`config.mk`:
```
export PLATFORM = sky130hd
export DESIGN_NAME = audio_guard_ctrl
export DESIGN_NICKNAME = d
export VERILOG_FILES = /design/src/hdl/audio_guard_pkg.sv /design/src/hdl/audio_guard_ctrl.sv /design/src/hdl/sw_cmd_regs.sv
export VERILOG_INCLUDE_DIRS = /design/src /design/src/hdl
export SDC_FILE = /design/constraint.sdc
export NUM_CORES = 1
export LEC_CHECK = 0
export ABC_CLOCK_PERIOD_IN_PS = 17000
export BUFFER_PORTS_ARGS = -buffer_cell sky130_fd_sc_hd__buf_2
export CAP_MARGIN = 10
export CORE_UTILIZATION = 55
export DETAILED_ROUTE_END_ITERATION = 6
export GPL_ROUTABILITY_DRIVEN = 0
export PLACE_DENSITY = 0.83
export SYNTH_ARGS = -nofsm -noshare
export SYNTH_HDL_FRONTEND = slang
export SYNTH_SLANG_ARGS = --single-unit
```
`constraint.sdc`:
```
create_clock -name clock -period 17 [get_ports clock]
set_input_delay 0.85 -clock clock [delete_from_list [all_inputs] [get_ports clock]]
set_output_delay 0.85 -clock clock [all_outputs]
set_load 0.02 [all_outputs]
```
`src/hdl/audio_guard_regs.svh`:
```
// register offsets, field positions and masks for the configuration guard
`ifndef AUDIO_GUARD_REGS_SVH
`define AUDIO_GUARD_REGS_SVH
// ==========================================
// device register offsets (device side of the controller)
`define GBL_OFF 32'h0000_0000
`define SPDIF_OFF 32'h0000_0004
`define TX_FMT_OFF 32'h0000_0008
`define RX_FMT_OFF 32'h0000_000C
`define TX_FS_OFF 32'h0000_0010
`define RX_FS_OFF 32'h0000_0014
`define TX_BCLK_OFF 32'h0000_0018
`define RX_BCLK_OFF 32'h0000_001C
`define TX_HCLK_OFF 32'h0000_0020
`define RX_HCLK_OFF 32'h0000_0024
`define LOOP_OFF 32'h0000_0028
// ==========================================
// global control release bits
`define RX_HC_MASK 32'h0000_0001
`define RX_CG_MASK 32'h0000_0002
`define RX_SC_MASK 32'h0000_0004
`define RX_SM_MASK 32'h0000_0008
`define RX_FS_MASK 32'h0000_0010
`define TX_HC_MASK 32'h0000_0100
`define TX_CG_MASK 32'h0000_0200
`define TX_SC_MASK 32'h0000_0400
`define TX_SM_MASK 32'h0000_0800
`define TX_FS_MASK 32'h0000_1000
// ==========================================
// software command registers
`define CMD_FIELD_OFF 32'h0000_0000
`define CMD_DATA_OFF 32'h0000_0004
`define CMD_CTRL_OFF 32'h0000_0008
`define CMD_SNAP_OFF 32'h0000_000C
`define CTRL_GO_BIT 0
`define ST_BUSY_BIT 0
`define ST_DONE_BIT 1
`define ST_ERR_BIT 2
`define RESP_OKAY 2'h0
`define RESP_SLVERR 2'h2
`define STRB_ALL 4'hF
`endif

```
`src/hdl/audio_guard_pkg.sv`:
```
// types shared by the configuration guard controller
package audio_guard_pkg;
  typedef enum logic [3:0] {
    F_SPDIF_EN = 4'h0, F_TX_SLOT_SIZE = 4'h1, F_TX_DATA_DELAY = 4'h2,
    F_RX_SLOT_SIZE = 4'h3, F_RX_DATA_DELAY = 4'h4, F_TX_FS = 4'h5, F_RX_FS = 4'h6,
    F_CLK_INDEP = 4'h7, F_TX_BCLK_DIV = 4'h8, F_TX_BCLK_MODE = 4'h9,
    F_RX_BCLK_DIV = 4'hA, F_RX_BCLK_MODE = 4'hB, F_TX_HICLK = 4'hC,
    F_RX_HICLK = 4'hD, F_LOOPBACK = 4'hE, F_INVALID = 4'hF
  } field_type;
  typedef enum logic [1:0] {
    S_IDLE = 2'b00, S_READ_GBL = 2'b01, S_WRITE_GBL = 2'b10, S_WRITE_FIELD = 2'b11
  } state_type;
  typedef struct packed {
    state_type state;
    field_type field;
    logic [31:0] value;
    logic [31:0] gblSnap;
    logic triedSet;
    logic busy;
    logic done;
    logic err;
    logic awvalid;
    logic wvalid;
    logic bready;
    logic arvalid;
    logic rready;
    logic [31:0] awaddr;
    logic [31:0] wdata;
    logic [3:0] wstrb;
    logic [31:0] araddr;
  } master_type;
  typedef struct packed {
    logic awHave;
    logic wHave;
    logic [31:0] awAddr;
    logic [31:0] wData;
    logic [3:0] wStrb;
    logic awready;
    logic wready;
    logic bvalid;
    logic [1:0] bresp;
    logic arready;
    logic rvalid;
    logic [1:0] rresp;
    logic [31:0] rdata;
    field_type field;
    logic [31:0] data;
    logic go;
  } slave_type;
endpackage

```
`src/hdl/audio_guard_ctrl.sv`:
```
// host controller that changes guarded audio port fields in a safe order
`timescale 1ns/10ps
`include "audio_guard_regs.svh"
module audio_guard_ctrl (
  input wire logic clock,
  input wire logic resetn,
  input wire logic [31:0] s_axi_awaddr,
  input wire logic s_axi_awvalid,
  output logic s_axi_awready,
  input wire logic [31:0] s_axi_wdata,
  input wire logic [3:0] s_axi_wstrb,
  input wire logic s_axi_wvalid,
  output logic s_axi_wready,
  output logic [1:0] s_axi_bresp,
  output logic s_axi_bvalid,
  input wire logic s_axi_bready,
  input wire logic [31:0] s_axi_araddr,
  input wire logic s_axi_arvalid,
  output logic s_axi_arready,
  output logic [31:0] s_axi_rdata,
  output logic [1:0] s_axi_rresp,
  output logic s_axi_rvalid,
  input wire logic s_axi_rready,
  output logic [31:0] m_axi_awaddr,
  output logic m_axi_awvalid,
  input wire logic m_axi_awready,
  output logic [31:0] m_axi_wdata,
  output logic [3:0] m_axi_wstrb,
  output logic m_axi_wvalid,
  input wire logic m_axi_wready,
  input wire logic [1:0] m_axi_bresp,
  input wire logic m_axi_bvalid,
  output logic m_axi_bready,
  output logic [31:0] m_axi_araddr,
  output logic m_axi_arvalid,
  input wire logic m_axi_arready,
  input wire logic [31:0] m_axi_rdata,
  input wire logic [1:0] m_axi_rresp,
  input wire logic m_axi_rvalid,
  output logic m_axi_rready
);
  import audio_guard_pkg::*;
  master_type s;
  master_type n;
  logic [1:0] rstSync;
  logic rstn;
  logic go;
  audio_guard_pkg::field_type goField;
  logic [31:0] goData;
  logic [31:0] need;

  // ==========================================
  // reset release
  always_ff @(posedge clock or negedge resetn)
  begin
    if (!resetn)
      rstSync <= 2'b00;
    else
      rstSync <= {rstSync[0], 1'b1};
  end
  assign rstn = rstSync[1];

  // ==========================================
  // release bits each guarded field needs
  function automatic logic [31:0] needBits(input field_type f);
    logic [31:0] m;
    m = 32'h0;
    case (f)
      F_SPDIF_EN: m = `TX_SM_MASK | `TX_FS_MASK;
      F_TX_SLOT_SIZE: m = `TX_SM_MASK;
      F_TX_DATA_DELAY: m = `RX_SM_MASK | `TX_SM_MASK;
      F_RX_SLOT_SIZE, F_RX_DATA_DELAY: m = `RX_SM_MASK;
      F_TX_FS: m = `TX_SM_MASK | `TX_FS_MASK;
      F_RX_FS, F_CLK_INDEP: m = `RX_SM_MASK | `RX_FS_MASK;
      F_TX_BCLK_DIV: m = `TX_CG_MASK | `TX_SC_MASK | `TX_SM_MASK | `TX_FS_MASK;
      F_TX_BCLK_MODE: m = `TX_SC_MASK | `TX_SM_MASK | `TX_FS_MASK;
      F_RX_BCLK_DIV: m = `RX_CG_MASK | `RX_SC_MASK | `RX_SM_MASK | `RX_FS_MASK;
      F_RX_BCLK_MODE: m = `RX_SC_MASK | `RX_SM_MASK | `RX_FS_MASK;
      F_TX_HICLK: m = `TX_HC_MASK | `TX_CG_MASK | `TX_SC_MASK | `TX_SM_MASK | `TX_FS_MASK;
      F_RX_HICLK: m = `RX_HC_MASK | `RX_CG_MASK | `RX_SC_MASK | `RX_SM_MASK | `RX_FS_MASK;
      F_LOOPBACK: m = `RX_SC_MASK | `RX_SM_MASK | `RX_FS_MASK
                      | `TX_SC_MASK | `TX_SM_MASK | `TX_FS_MASK;
      default: m = 32'h0;
    endcase
    return m;
  endfunction

  // ==========================================
  // device register holding each field
  function automatic logic [31:0] regOf(input field_type f);
    logic [31:0] a;
    a = `GBL_OFF;
    case (f)
      F_SPDIF_EN: a = `SPDIF_OFF;
      F_TX_SLOT_SIZE, F_TX_DATA_DELAY: a = `TX_FMT_OFF;
      F_RX_SLOT_SIZE, F_RX_DATA_DELAY: a = `RX_FMT_OFF;
      F_TX_FS: a = `TX_FS_OFF;
      F_RX_FS: a = `RX_FS_OFF;
      F_CLK_INDEP, F_TX_BCLK_DIV, F_TX_BCLK_MODE: a = `TX_BCLK_OFF;
      F_RX_BCLK_DIV, F_RX_BCLK_MODE: a = `RX_BCLK_OFF;
      F_TX_HICLK: a = `TX_HCLK_OFF;
      F_RX_HICLK: a = `RX_HCLK_OFF;
      F_LOOPBACK: a = `LOOP_OFF;
      default: a = `GBL_OFF;
    endcase
    return a;
  endfunction

  assign need = needBits(s.field);

  // ==========================================
  // command registers
  sw_cmd_regs cmdRegs (
    .clock(clock),
    .rstn(rstn),
    .s_axi_awaddr(s_axi_awaddr),
    .s_axi_awvalid(s_axi_awvalid),
    .s_axi_awready(s_axi_awready),
    .s_axi_wdata(s_axi_wdata),
    .s_axi_wstrb(s_axi_wstrb),
    .s_axi_wvalid(s_axi_wvalid),
    .s_axi_wready(s_axi_wready),
    .s_axi_bresp(s_axi_bresp),
    .s_axi_bvalid(s_axi_bvalid),
    .s_axi_bready(s_axi_bready),
    .s_axi_araddr(s_axi_araddr),
    .s_axi_arvalid(s_axi_arvalid),
    .s_axi_arready(s_axi_arready),
    .s_axi_rdata(s_axi_rdata),
    .s_axi_rresp(s_axi_rresp),
    .s_axi_rvalid(s_axi_rvalid),
    .s_axi_rready(s_axi_rready),
    .goField(goField),
    .goData(goData),
    .go(go),
    .busy(s.busy),
    .done(s.done),
    .err(s.err),
    .gblSnap(s.gblSnap)
  );

  // ==========================================
  // sequencer and bus master
  always_comb
  begin
    n = s;
    n.wstrb = `STRB_ALL;
    if (s.arvalid && m_axi_arready)
      n.arvalid = 1'b0;
    if (s.awvalid && m_axi_awready)
      n.awvalid = 1'b0;
    if (s.wvalid && m_axi_wready)
      n.wvalid = 1'b0;
    case (s.state)
      S_IDLE:
      begin
        if (go)
        begin
          n.done = 1'b0;
          n.err = goField == F_INVALID;
          n.field = goField;
          n.value = goData;
          n.triedSet = 1'b0;
          if (goField != F_INVALID)
          begin
            n.busy = 1'b1;
            n.state = S_READ_GBL;
            n.arvalid = 1'b1;
            n.rready = 1'b1;
            n.araddr = `GBL_OFF;
          end
        end
      end
      S_READ_GBL:
      begin
        if (s.rready && m_axi_rvalid)
        begin
          n.rready = 1'b0;
          n.gblSnap = m_axi_rdata;
          if (m_axi_rresp[1] || (s.triedSet && (m_axi_rdata & need) != need))
          begin
            n.err = 1'b1;
            n.busy = 1'b0;
            n.state = S_IDLE;
          end
          else if ((m_axi_rdata & need) == need)
          begin
            n.state = S_WRITE_FIELD;
            n.awvalid = 1'b1;
            n.wvalid = 1'b1;
            n.bready = 1'b1;
            n.awaddr = regOf(s.field);
            n.wdata = s.value;
          end
          else
          begin
            n.state = S_WRITE_GBL;
            n.awvalid = 1'b1;
            n.wvalid = 1'b1;
            n.bready = 1'b1;
            n.awaddr = `GBL_OFF;
            n.wdata = m_axi_rdata | need;
          end
        end
      end
      S_WRITE_GBL, S_WRITE_FIELD:
      begin
        if (s.bready && m_axi_bvalid)
        begin
          n.bready = 1'b0;
          if (m_axi_bresp[1])
          begin
            n.err = 1'b1;
            n.busy = 1'b0;
            n.state = S_IDLE;
          end
          else if (s.state == S_WRITE_GBL)
          begin
            n.triedSet = 1'b1;
            n.state = S_READ_GBL;
            n.arvalid = 1'b1;
            n.rready = 1'b1;
            n.araddr = `GBL_OFF;
          end
          else
          begin
            n.done = 1'b1;
            n.busy = 1'b0;
            n.state = S_IDLE;
          end
        end
      end
      default: n.state = S_IDLE;
    endcase
  end

  always_ff @(posedge clock or negedge rstn)
  begin
    if (!rstn)
      s <= '0;
    else
      s <= n;
  end

  assign m_axi_awaddr = s.awaddr;
  assign m_axi_awvalid = s.awvalid;
  assign m_axi_wdata = s.wdata;
  assign m_axi_wstrb = s.wstrb;
  assign m_axi_wvalid = s.wvalid;
  assign m_axi_bready = s.bready;
  assign m_axi_araddr = s.araddr;
  assign m_axi_arvalid = s.arvalid;
  assign m_axi_rready = s.rready;
endmodule

```
`src/hdl/sw_cmd_regs.sv`:
```
// axi4-lite slave holding the software command and status registers
`timescale 1ns/10ps
`include "audio_guard_regs.svh"
module sw_cmd_regs (
  input wire logic clock,
  input wire logic rstn,
  input wire logic [31:0] s_axi_awaddr,
  input wire logic s_axi_awvalid,
  output logic s_axi_awready,
  input wire logic [31:0] s_axi_wdata,
  input wire logic [3:0] s_axi_wstrb,
  input wire logic s_axi_wvalid,
  output logic s_axi_wready,
  output logic [1:0] s_axi_bresp,
  output logic s_axi_bvalid,
  input wire logic s_axi_bready,
  input wire logic [31:0] s_axi_araddr,
  input wire logic s_axi_arvalid,
  output logic s_axi_arready,
  output logic [31:0] s_axi_rdata,
  output logic [1:0] s_axi_rresp,
  output logic s_axi_rvalid,
  input wire logic s_axi_rready,
  output audio_guard_pkg::field_type goField,
  output logic [31:0] goData,
  output logic go,
  input wire logic busy,
  input wire logic done,
  input wire logic err,
  input wire logic [31:0] gblSnap
);
  import audio_guard_pkg::*;
  slave_type s;
  slave_type n;
  logic [31:0] merged;

  // ==========================================
  // byte lane merge
  function automatic logic [31:0] laneMerge(input logic [31:0] old, input logic [31:0] nw,
                                            input logic [3:0] strb);
    logic [31:0] r;
    r = old;
    for (int i = 0; i < 4; i++)
    begin
      if (strb[i])
        r[i*8 +: 8] = nw[i*8 +: 8];
    end
    return r;
  endfunction

  // ==========================================
  // next state
  always_comb
  begin
    n = s;
    n.go = 1'b0;
    merged = 32'h0;
    if (s_axi_awvalid && s.awready)
    begin
      n.awHave = 1'b1;
      n.awAddr = s_axi_awaddr;
    end
    if (s_axi_wvalid && s.wready)
    begin
      n.wHave = 1'b1;
      n.wData = s_axi_wdata;
      n.wStrb = s_axi_wstrb;
    end
    if (s.bvalid && s_axi_bready)
      n.bvalid = 1'b0;
    if (n.awHave && n.wHave && !n.bvalid)
    begin
      n.awHave = 1'b0;
      n.wHave = 1'b0;
      n.bvalid = 1'b1;
      n.bresp = `RESP_OKAY;
      case (n.awAddr)
        `CMD_FIELD_OFF:
        begin
          merged = laneMerge({28'h0, s.field}, n.wData, n.wStrb);
          n.field = field_type'(merged[3:0]);
        end
        `CMD_DATA_OFF: n.data = laneMerge(s.data, n.wData, n.wStrb);
        `CMD_CTRL_OFF: n.go = n.wData[`CTRL_GO_BIT] && n.wStrb[0] && !busy;
        `CMD_SNAP_OFF: n.bresp = `RESP_OKAY;
        default: n.bresp = `RESP_SLVERR;
      endcase
    end
    if (s.rvalid && s_axi_rready)
      n.rvalid = 1'b0;
    if (s_axi_arvalid && s.arready)
    begin
      n.rvalid = 1'b1;
      n.rresp = `RESP_OKAY;
      n.rdata = 32'h0;
      case (s_axi_araddr)
        `CMD_FIELD_OFF: n.rdata = {28'h0, s.field};
        `CMD_DATA_OFF: n.rdata = s.data;
        `CMD_CTRL_OFF:
        begin
          n.rdata[`ST_BUSY_BIT] = busy;
          n.rdata[`ST_DONE_BIT] = done;
          n.rdata[`ST_ERR_BIT] = err;
        end
        `CMD_SNAP_OFF: n.rdata = gblSnap;
        default: n.rresp = `RESP_SLVERR;
      endcase
    end
    n.awready = !n.awHave && !n.bvalid;
    n.wready = !n.wHave && !n.bvalid;
    n.arready = !n.rvalid;
  end

  always_ff @(posedge clock or negedge rstn)
  begin
    if (!rstn)
      s <= '0;
    else
      s <= n;
  end

  assign s_axi_awready = s.awready;
  assign s_axi_wready = s.wready;
  assign s_axi_bvalid = s.bvalid;
  assign s_axi_bresp = s.bresp;
  assign s_axi_arready = s.arready;
  assign s_axi_rvalid = s.rvalid;
  assign s_axi_rresp = s.rresp;
  assign s_axi_rdata = s.rdata;
  assign goField = s.field;
  assign goData = s.data;
  assign go = s.go;
endmodule

```
==> results of run 1 <==
## metal layers
layer,part of all wire,up-vias,track usage
met5,0.00047,-,0
met1,0.42,4108,0.338
li1,-,3730,-
met2,0.48,370,0.406
met4,0.022,2,0.0722
met3,0.077,46,0.0467
## worst max path at each step
stage | startpoint | end | slack [ns] | cells past startpoint
after floorplan | rstSync[1] | cmdRegs.go | 9.10 | 0
after global placement | s[174] | m_axi_wdata[1] | 13.49 | 10
after detailed placement | s[174] | m_axi_wdata[10] | 13.43 | 10
after CTS | s[174] | m_axi_wdata[10] | 13.40 | 10
after global routing | s[174] | m_axi_wdata[12] | 13.21 | 10
final | s[174] | m_axi_wdata[10] | 13.39 | 10
## logic make-up after synthesis
family                   Yosys count  synth area share
flip-flops                       264             0.546
buffers and inverters            236             0.121
AND/OR/NAND/NOR                  215            0.0848
AO/OA/AOI/OAI                    147            0.0974
multiplexers                     147             0.139
adder cells (fa/ha/maj)           10            0.0103
other                              2          0.000621
XOR/XNOR                           1          0.000724
## Yosys cell counts, types with 7 or more instances
library cell / instances / area, µm²
nand2_1: 113 / 424
o22ai_1: 30 / 188
buf_4: 138 / 1040
nor4_1: 23 / 144
nand2b_1: 7 / 43.8
nand3_1: 12 / 60.1
clkbuf_1: 32 / 120
nand4_1: 8 / 50.1
buf_2: 10 / 50.1
nor2_1: 16 / 60.1
nor2b_1: 7 / 43.8
mux2i_1: 7 / 70.1
a21oi_1: 11 / 55.1
mux2_2: 137 / 1540
a2bb2oi_1: 26 / 228
a222oi_1: 28 / 280
o21ai_0: 10 / 50.1
nor3_1: 8 / 40.0
inv_1: 49 / 184
dfrtp_1: 264 / 6610
ha_1: 10 / 125
## registers in the layout, summed over array words and instances (netlist names), 2 cells and up
name,count
m_axi_awaddr,4
m_axi_wdata,32
cmdRegs.s_axi_rdata,32
cmdRegs.s,70
cmdRegs.goData,32
cmdRegs.goField,4
rstSync,2
s,74
## stage by stage
stage | setup slack, ns | hold slack [ns] | util
floorplan | 9.10 | 0.331 | -
global placement | 13.49 | 0.338 | 0.594
detailed placement | 13.43 | 0.339 | 0.594
CTS | 13.40 | 0.0788 | 0.637
global route | 13.21 | 0.0847 | 0.637
finish | 13.39 | 0.103 | 0.637
## layout make-up
class	instances	area, µm²
multi-input combinational	584	4280
inverter	49	184
clock inverter	11	164
antenna	2	5.00
timing repair buffer	241	1240
tap	275	344
sequential	264	6610
fill	1637	7730
clock buffer	33	738
## power breakdown
part           total [mW]  switching (mW)  internal (mW)
registers           0.753          0.0376          0.715
logic               0.225           0.134         0.0906
clock network       0.605           0.238          0.366
==> metrics.csv, run 1 <==
metric;value;unit
vias;8256;
leakagePower;7.20;nW
die_h;150;µm
dieArea;22600;µm²
syn_inst;1022;
worst_pin_slew;1.11;ns
die_w;150;µm
synth-seq-cells;264;
tns;0;ns
critical-path-max-stage-delay;0.49;ns
grt_usage;0.248;
synthesis.area;12100;µm²
hold_buffers;0;
dp_hpwl;18.7;mm
io_buffers;229;
drive_gt1_frac;0.368;
r2r-end;m_axi_wdata[10];
cts-root-buf;clkbuf_16;
path_class;flop to flop;
final_cell_count_no_fill;1459;
arrival;4.08;ns
grt_pass1_wl;43.6;mm
synth_ff_type;dfrtp_1;
ys_warn_count;0;
postLayoutCellArea;13600;µm²
drt_drc_violations_left;0;
area_growth;12.1;%
status;finished clean;
path_max_fanout;33;
critPathTopFamily;compound AO/OA/AOI/OAI gates;
tritoncts;built;
cpMostUsedCell;buf_4;
period_needed;3.61;ns
fin_crit_sh;0.212;
dr.pass1.iters;5;
drv_cap;0;
cp-end-kind;flop;
start_util;0.568;
wl_per_cell;18.9;µm
ir_drop;0.000103;V
fmax;277;MHz
overflow;0;
htreeDepth;1;
layout_commonest_cell;dfrtp_1;
cts_resized;0;
antenna_found_initial;2;
placed_area;12700;µm²
placedCellCount;1413;
post_cts.repair.setup_buffers;0;
postRouteAntennaNets;0;
required;17.47;ns
max-clock-path-buffers;3;
clock_latency;0.54;ns
syn_avg_cell_area;11.8;µm²
ys_types;58;
cpMaxStageDelayCell;dfrtp_1;
clkTransAtPathRegs;0.06;ns
rows;53;
r2r_slack;13.39;ns
p_total;1.58;mW
slew-limit-headroom;0.259;
async_flop_share;1.00;
hold_viol;0;
slew_violations;0;
coreArea;21300;µm²
yosysSeqAreaShare;0.546;
startpoint_type;flop;
clock_skew;0.0201;ns
hold_class;input pin to asynchronous set/reset pin;
r2r-start;s[174];
nets;1325;
cp_cell_sequence;inv_1, ha_1, mux2i_1, o31ai_1, a221o_1, or3_1, buf_4, a21oi_4, buf_4, o221a_2;
p_per_area;117;nW/µm²
critPathBufInv;3;
synth_enable_flop_cells;0;
rsz0062_at_grt;no;
layout_common_cells;dfrtp_1 (263), buf_2 (229), mux2_2 (137);
viasPerCell;5.66;
drtIter0Drc;524;
pin_count;294;
drt_wl_total;27.6;mm
grt_max_degree;84;
setup_viol;0;
grt_pass1_vias;8186;
rr_worst_depth;10;
cts.sinks;264;
cts_buffers;27;
No activity file was read; power rests on OpenSTA's default activity.
==> run 2: changes to the inputs <==
ABC_CLOCK_PERIOD_IN_PS = 3700   (was 17000)
CORE_UTILIZATION = 54   (was 55)
PLACE_DENSITY = 0.82   (was 0.83)
clock period = 3.7 ns   (was 17 ns; I/O delays follow)
==> metrics.csv, run 2 (synthesis results as in run 1) <==
metric;value;unit;change
r2r-end;m_axi_wdata[27];;
ir_drop;0.000444;V;+330%
multi_input_area;4280;µm²;unchanged
critical-path-max-stage-delay;0.58;ns;+0.09 ns
cp-end-kind;flop;;
vias;8886;;+7.6%
grt_max_degree;106;;+26%
start_util;0.552;;-0.0157
drv_cap;0;;unchanged
r2r_slack;0.48;ns;-12.90 ns
largest_register_ffs;74;;unchanged
crit_cells;9;;-1
dp_hpwl;18.7;mm;-0.41%
startpoint_type;flop;;
antenna_found_initial;2;;unchanged
clock_skew;0.0268;ns;+0.00672 ns
postRouteAntennaNets;0;;unchanged
worst_pin_slew;0.996;ns;-0.111 ns
required;4.14;ns;-13.33 ns
rr_worst_depth;9;;-1
leakagePower;7.67;nW;+6.5%
pin_count;294;;unchanged
dieArea;23000;µm²;+1.8%
fin_crit_sh;0.869;;+0.657
viasPerCell;5.63;;-0.49%
p_per_area;498;nW/µm²;+330%
hold_class;input pin to flop;;
crit_path_start;s[174];;
nets;1434;;+8.2%
drtIter0Drc;657;;+25%
io_buffers;229;;unchanged
cts.sinks;264;;unchanged
drt_drc_violations_left;0;;unchanged
cts-root-buf;clkbuf_16;;
slew_violations;0;;unchanged
die_h;152;µm;+0.91%
endpoint;m_axi_wdata[27];;
r2r-start;s[174];;
drt_wl_total;31.3;mm;+13%
layout_commonest_cell;dfrtp_1;;
status;finished clean;;
path_max_fanout;40;;+21%
setup_viol;0;;unchanged
path_class;flop to flop;;
rsz0062_at_grt;no;;
placed_area;12700;µm²;+0.52%
p_total;7.31;mW;+360%
fmax;311;MHz;+12%
period_needed;3.22;ns;-0.396 ns
tritoncts;built;;
critPathBufInv;2;;-1
hold_viol;0;;unchanged
clkTransAtPathRegs;0.07;ns;about the same
area_growth;21.4;%;
htreeDepth;1;;unchanged
regMostFlops;s;;
tns;0;ns;unchanged
cpMaxStageDelayCell;or3_1;;
die_w;152;µm;+0.91%
arrival;3.65;ns;-0.43 ns
critPathTopFamily;compound AO/OA/AOI/OAI gates;;
seq_area;6610;µm²;unchanged
rows;54;;+1.9%
wl_per_cell;19.9;µm;+4.9%
coreArea;21900;µm²;+2.8%
reg_top3;s x74, cmdRegs.s x70;;
dr.pass1.iters;5;;unchanged
clock_latency;0.54;ns;about the same
slew-limit-headroom;0.333;;+0.0743
grt_pass1_wl;48.0;mm;+10%
cts_resized;0;;unchanged
layout_common_cells;dfrtp_1 (263), buf_2 (229), mux2_2 (137);;
cp_cell_sequence;inv_1, ha_1, mux2i_1, o31ai_1, a221o_1, or3_1, a21oi_4, buf_12, a2bb2oi_1;;
grt_usage;0.273;;+0.0247
grt_pass1_vias;9024;;+10%
max-clock-path-buffers;3;;unchanged
overflow;0;;unchanged
fillers;1558;;-4.8%
postLayoutCellArea;14700;µm²;+8.2%
cts_buffers;27;;unchanged
drive_gt1_frac;0.340;;-0.0277
-- run 2: cell count changes in the layout (fill, tap and decap cells not counted), sizes merged --
| cell | change |
|---|---|
| dlygate4sd3 | +106 |
| clkbuf | +6 |
| buf | +3 |
| bufinv | -3 |
| clkinv | +3 |
| clkinvlp | -1 |
-- run 2: report_power, final --
| group | total [mW] | internal [mW] | switching, mW |
|---|---|---|---|
| sequential | 3.46 | 3.29 | 0.170 |
| combinational | 1.15 | 0.493 | 0.658 |
| clock | 2.70 | 1.57 | 1.13 |
| total | 7.31 | 5.35 | 1.96 |
-- run 2: worst min-delay path by stage --
stage                               from                   end  depth (start not counted)
after floorplan                   resetn            rstSync[0]                          0
after global placement            resetn            rstSync[0]                          1
after detailed placement          resetn            rstSync[0]                          1
after CTS                 m_axi_bresp[1]                s[106]                          3
after global routing        s_axi_bready  cmdRegs.s_axi_wready                          3
final                     m_axi_bresp[1]                s[106]                          3
-- run 2: worst register-to-register path: stages (launching register included) --
cell	delay, ns
dfrtp_1	0.48
inv_1	0.16
ha_1	0.38
mux2i_1	0.24
o31ai_1	0.09
a221o_1	0.43
or3_1	0.58
a21oi_4	0.27
buf_12	0.26
a2bb2oi_1	0.23
-- run 2: cell type report --
class | instances | share of cell area
clock inverters | 10 | 0.00631
multi-input cells | 584 | 0.292
inverters | 49 | 0.0125
clock buffers | 39 | 0.0546
flip-flops and latches | 264 | 0.450
repair buffers | 350 | 0.161
well taps | 280 | 0.0239
diodes | 2 | 0.000341
-- run 2: per-stage QoR --
step                cells  hold slack (ns)  setup WS (ns)   util
finish               1578           0.0287          0.485  0.671
global placement     1421          -0.0282          0.631  0.581
detailed placement   1421          -0.0276          0.574  0.581
CTS                  1576          0.00755          0.525  0.670
floorplan            1084           -0.111           1.05      -
global route         1577           0.0294          0.324  0.670
-- run 2: metal layers --
metal,global-route usage,vias up,share of wire
met5,0,-,0
met4,0.107,0,0.033
met3,0.0539,79,0.083
met2,0.458,460,0.50
met1,0.348,4404,0.39
li1,-,3943,-
-- run 2: what timing repair did --
item                      in CTS  in global routing
hold buffers                 106                  0
buffers inserted               0                  0
hold endpoints to repair     127                  0
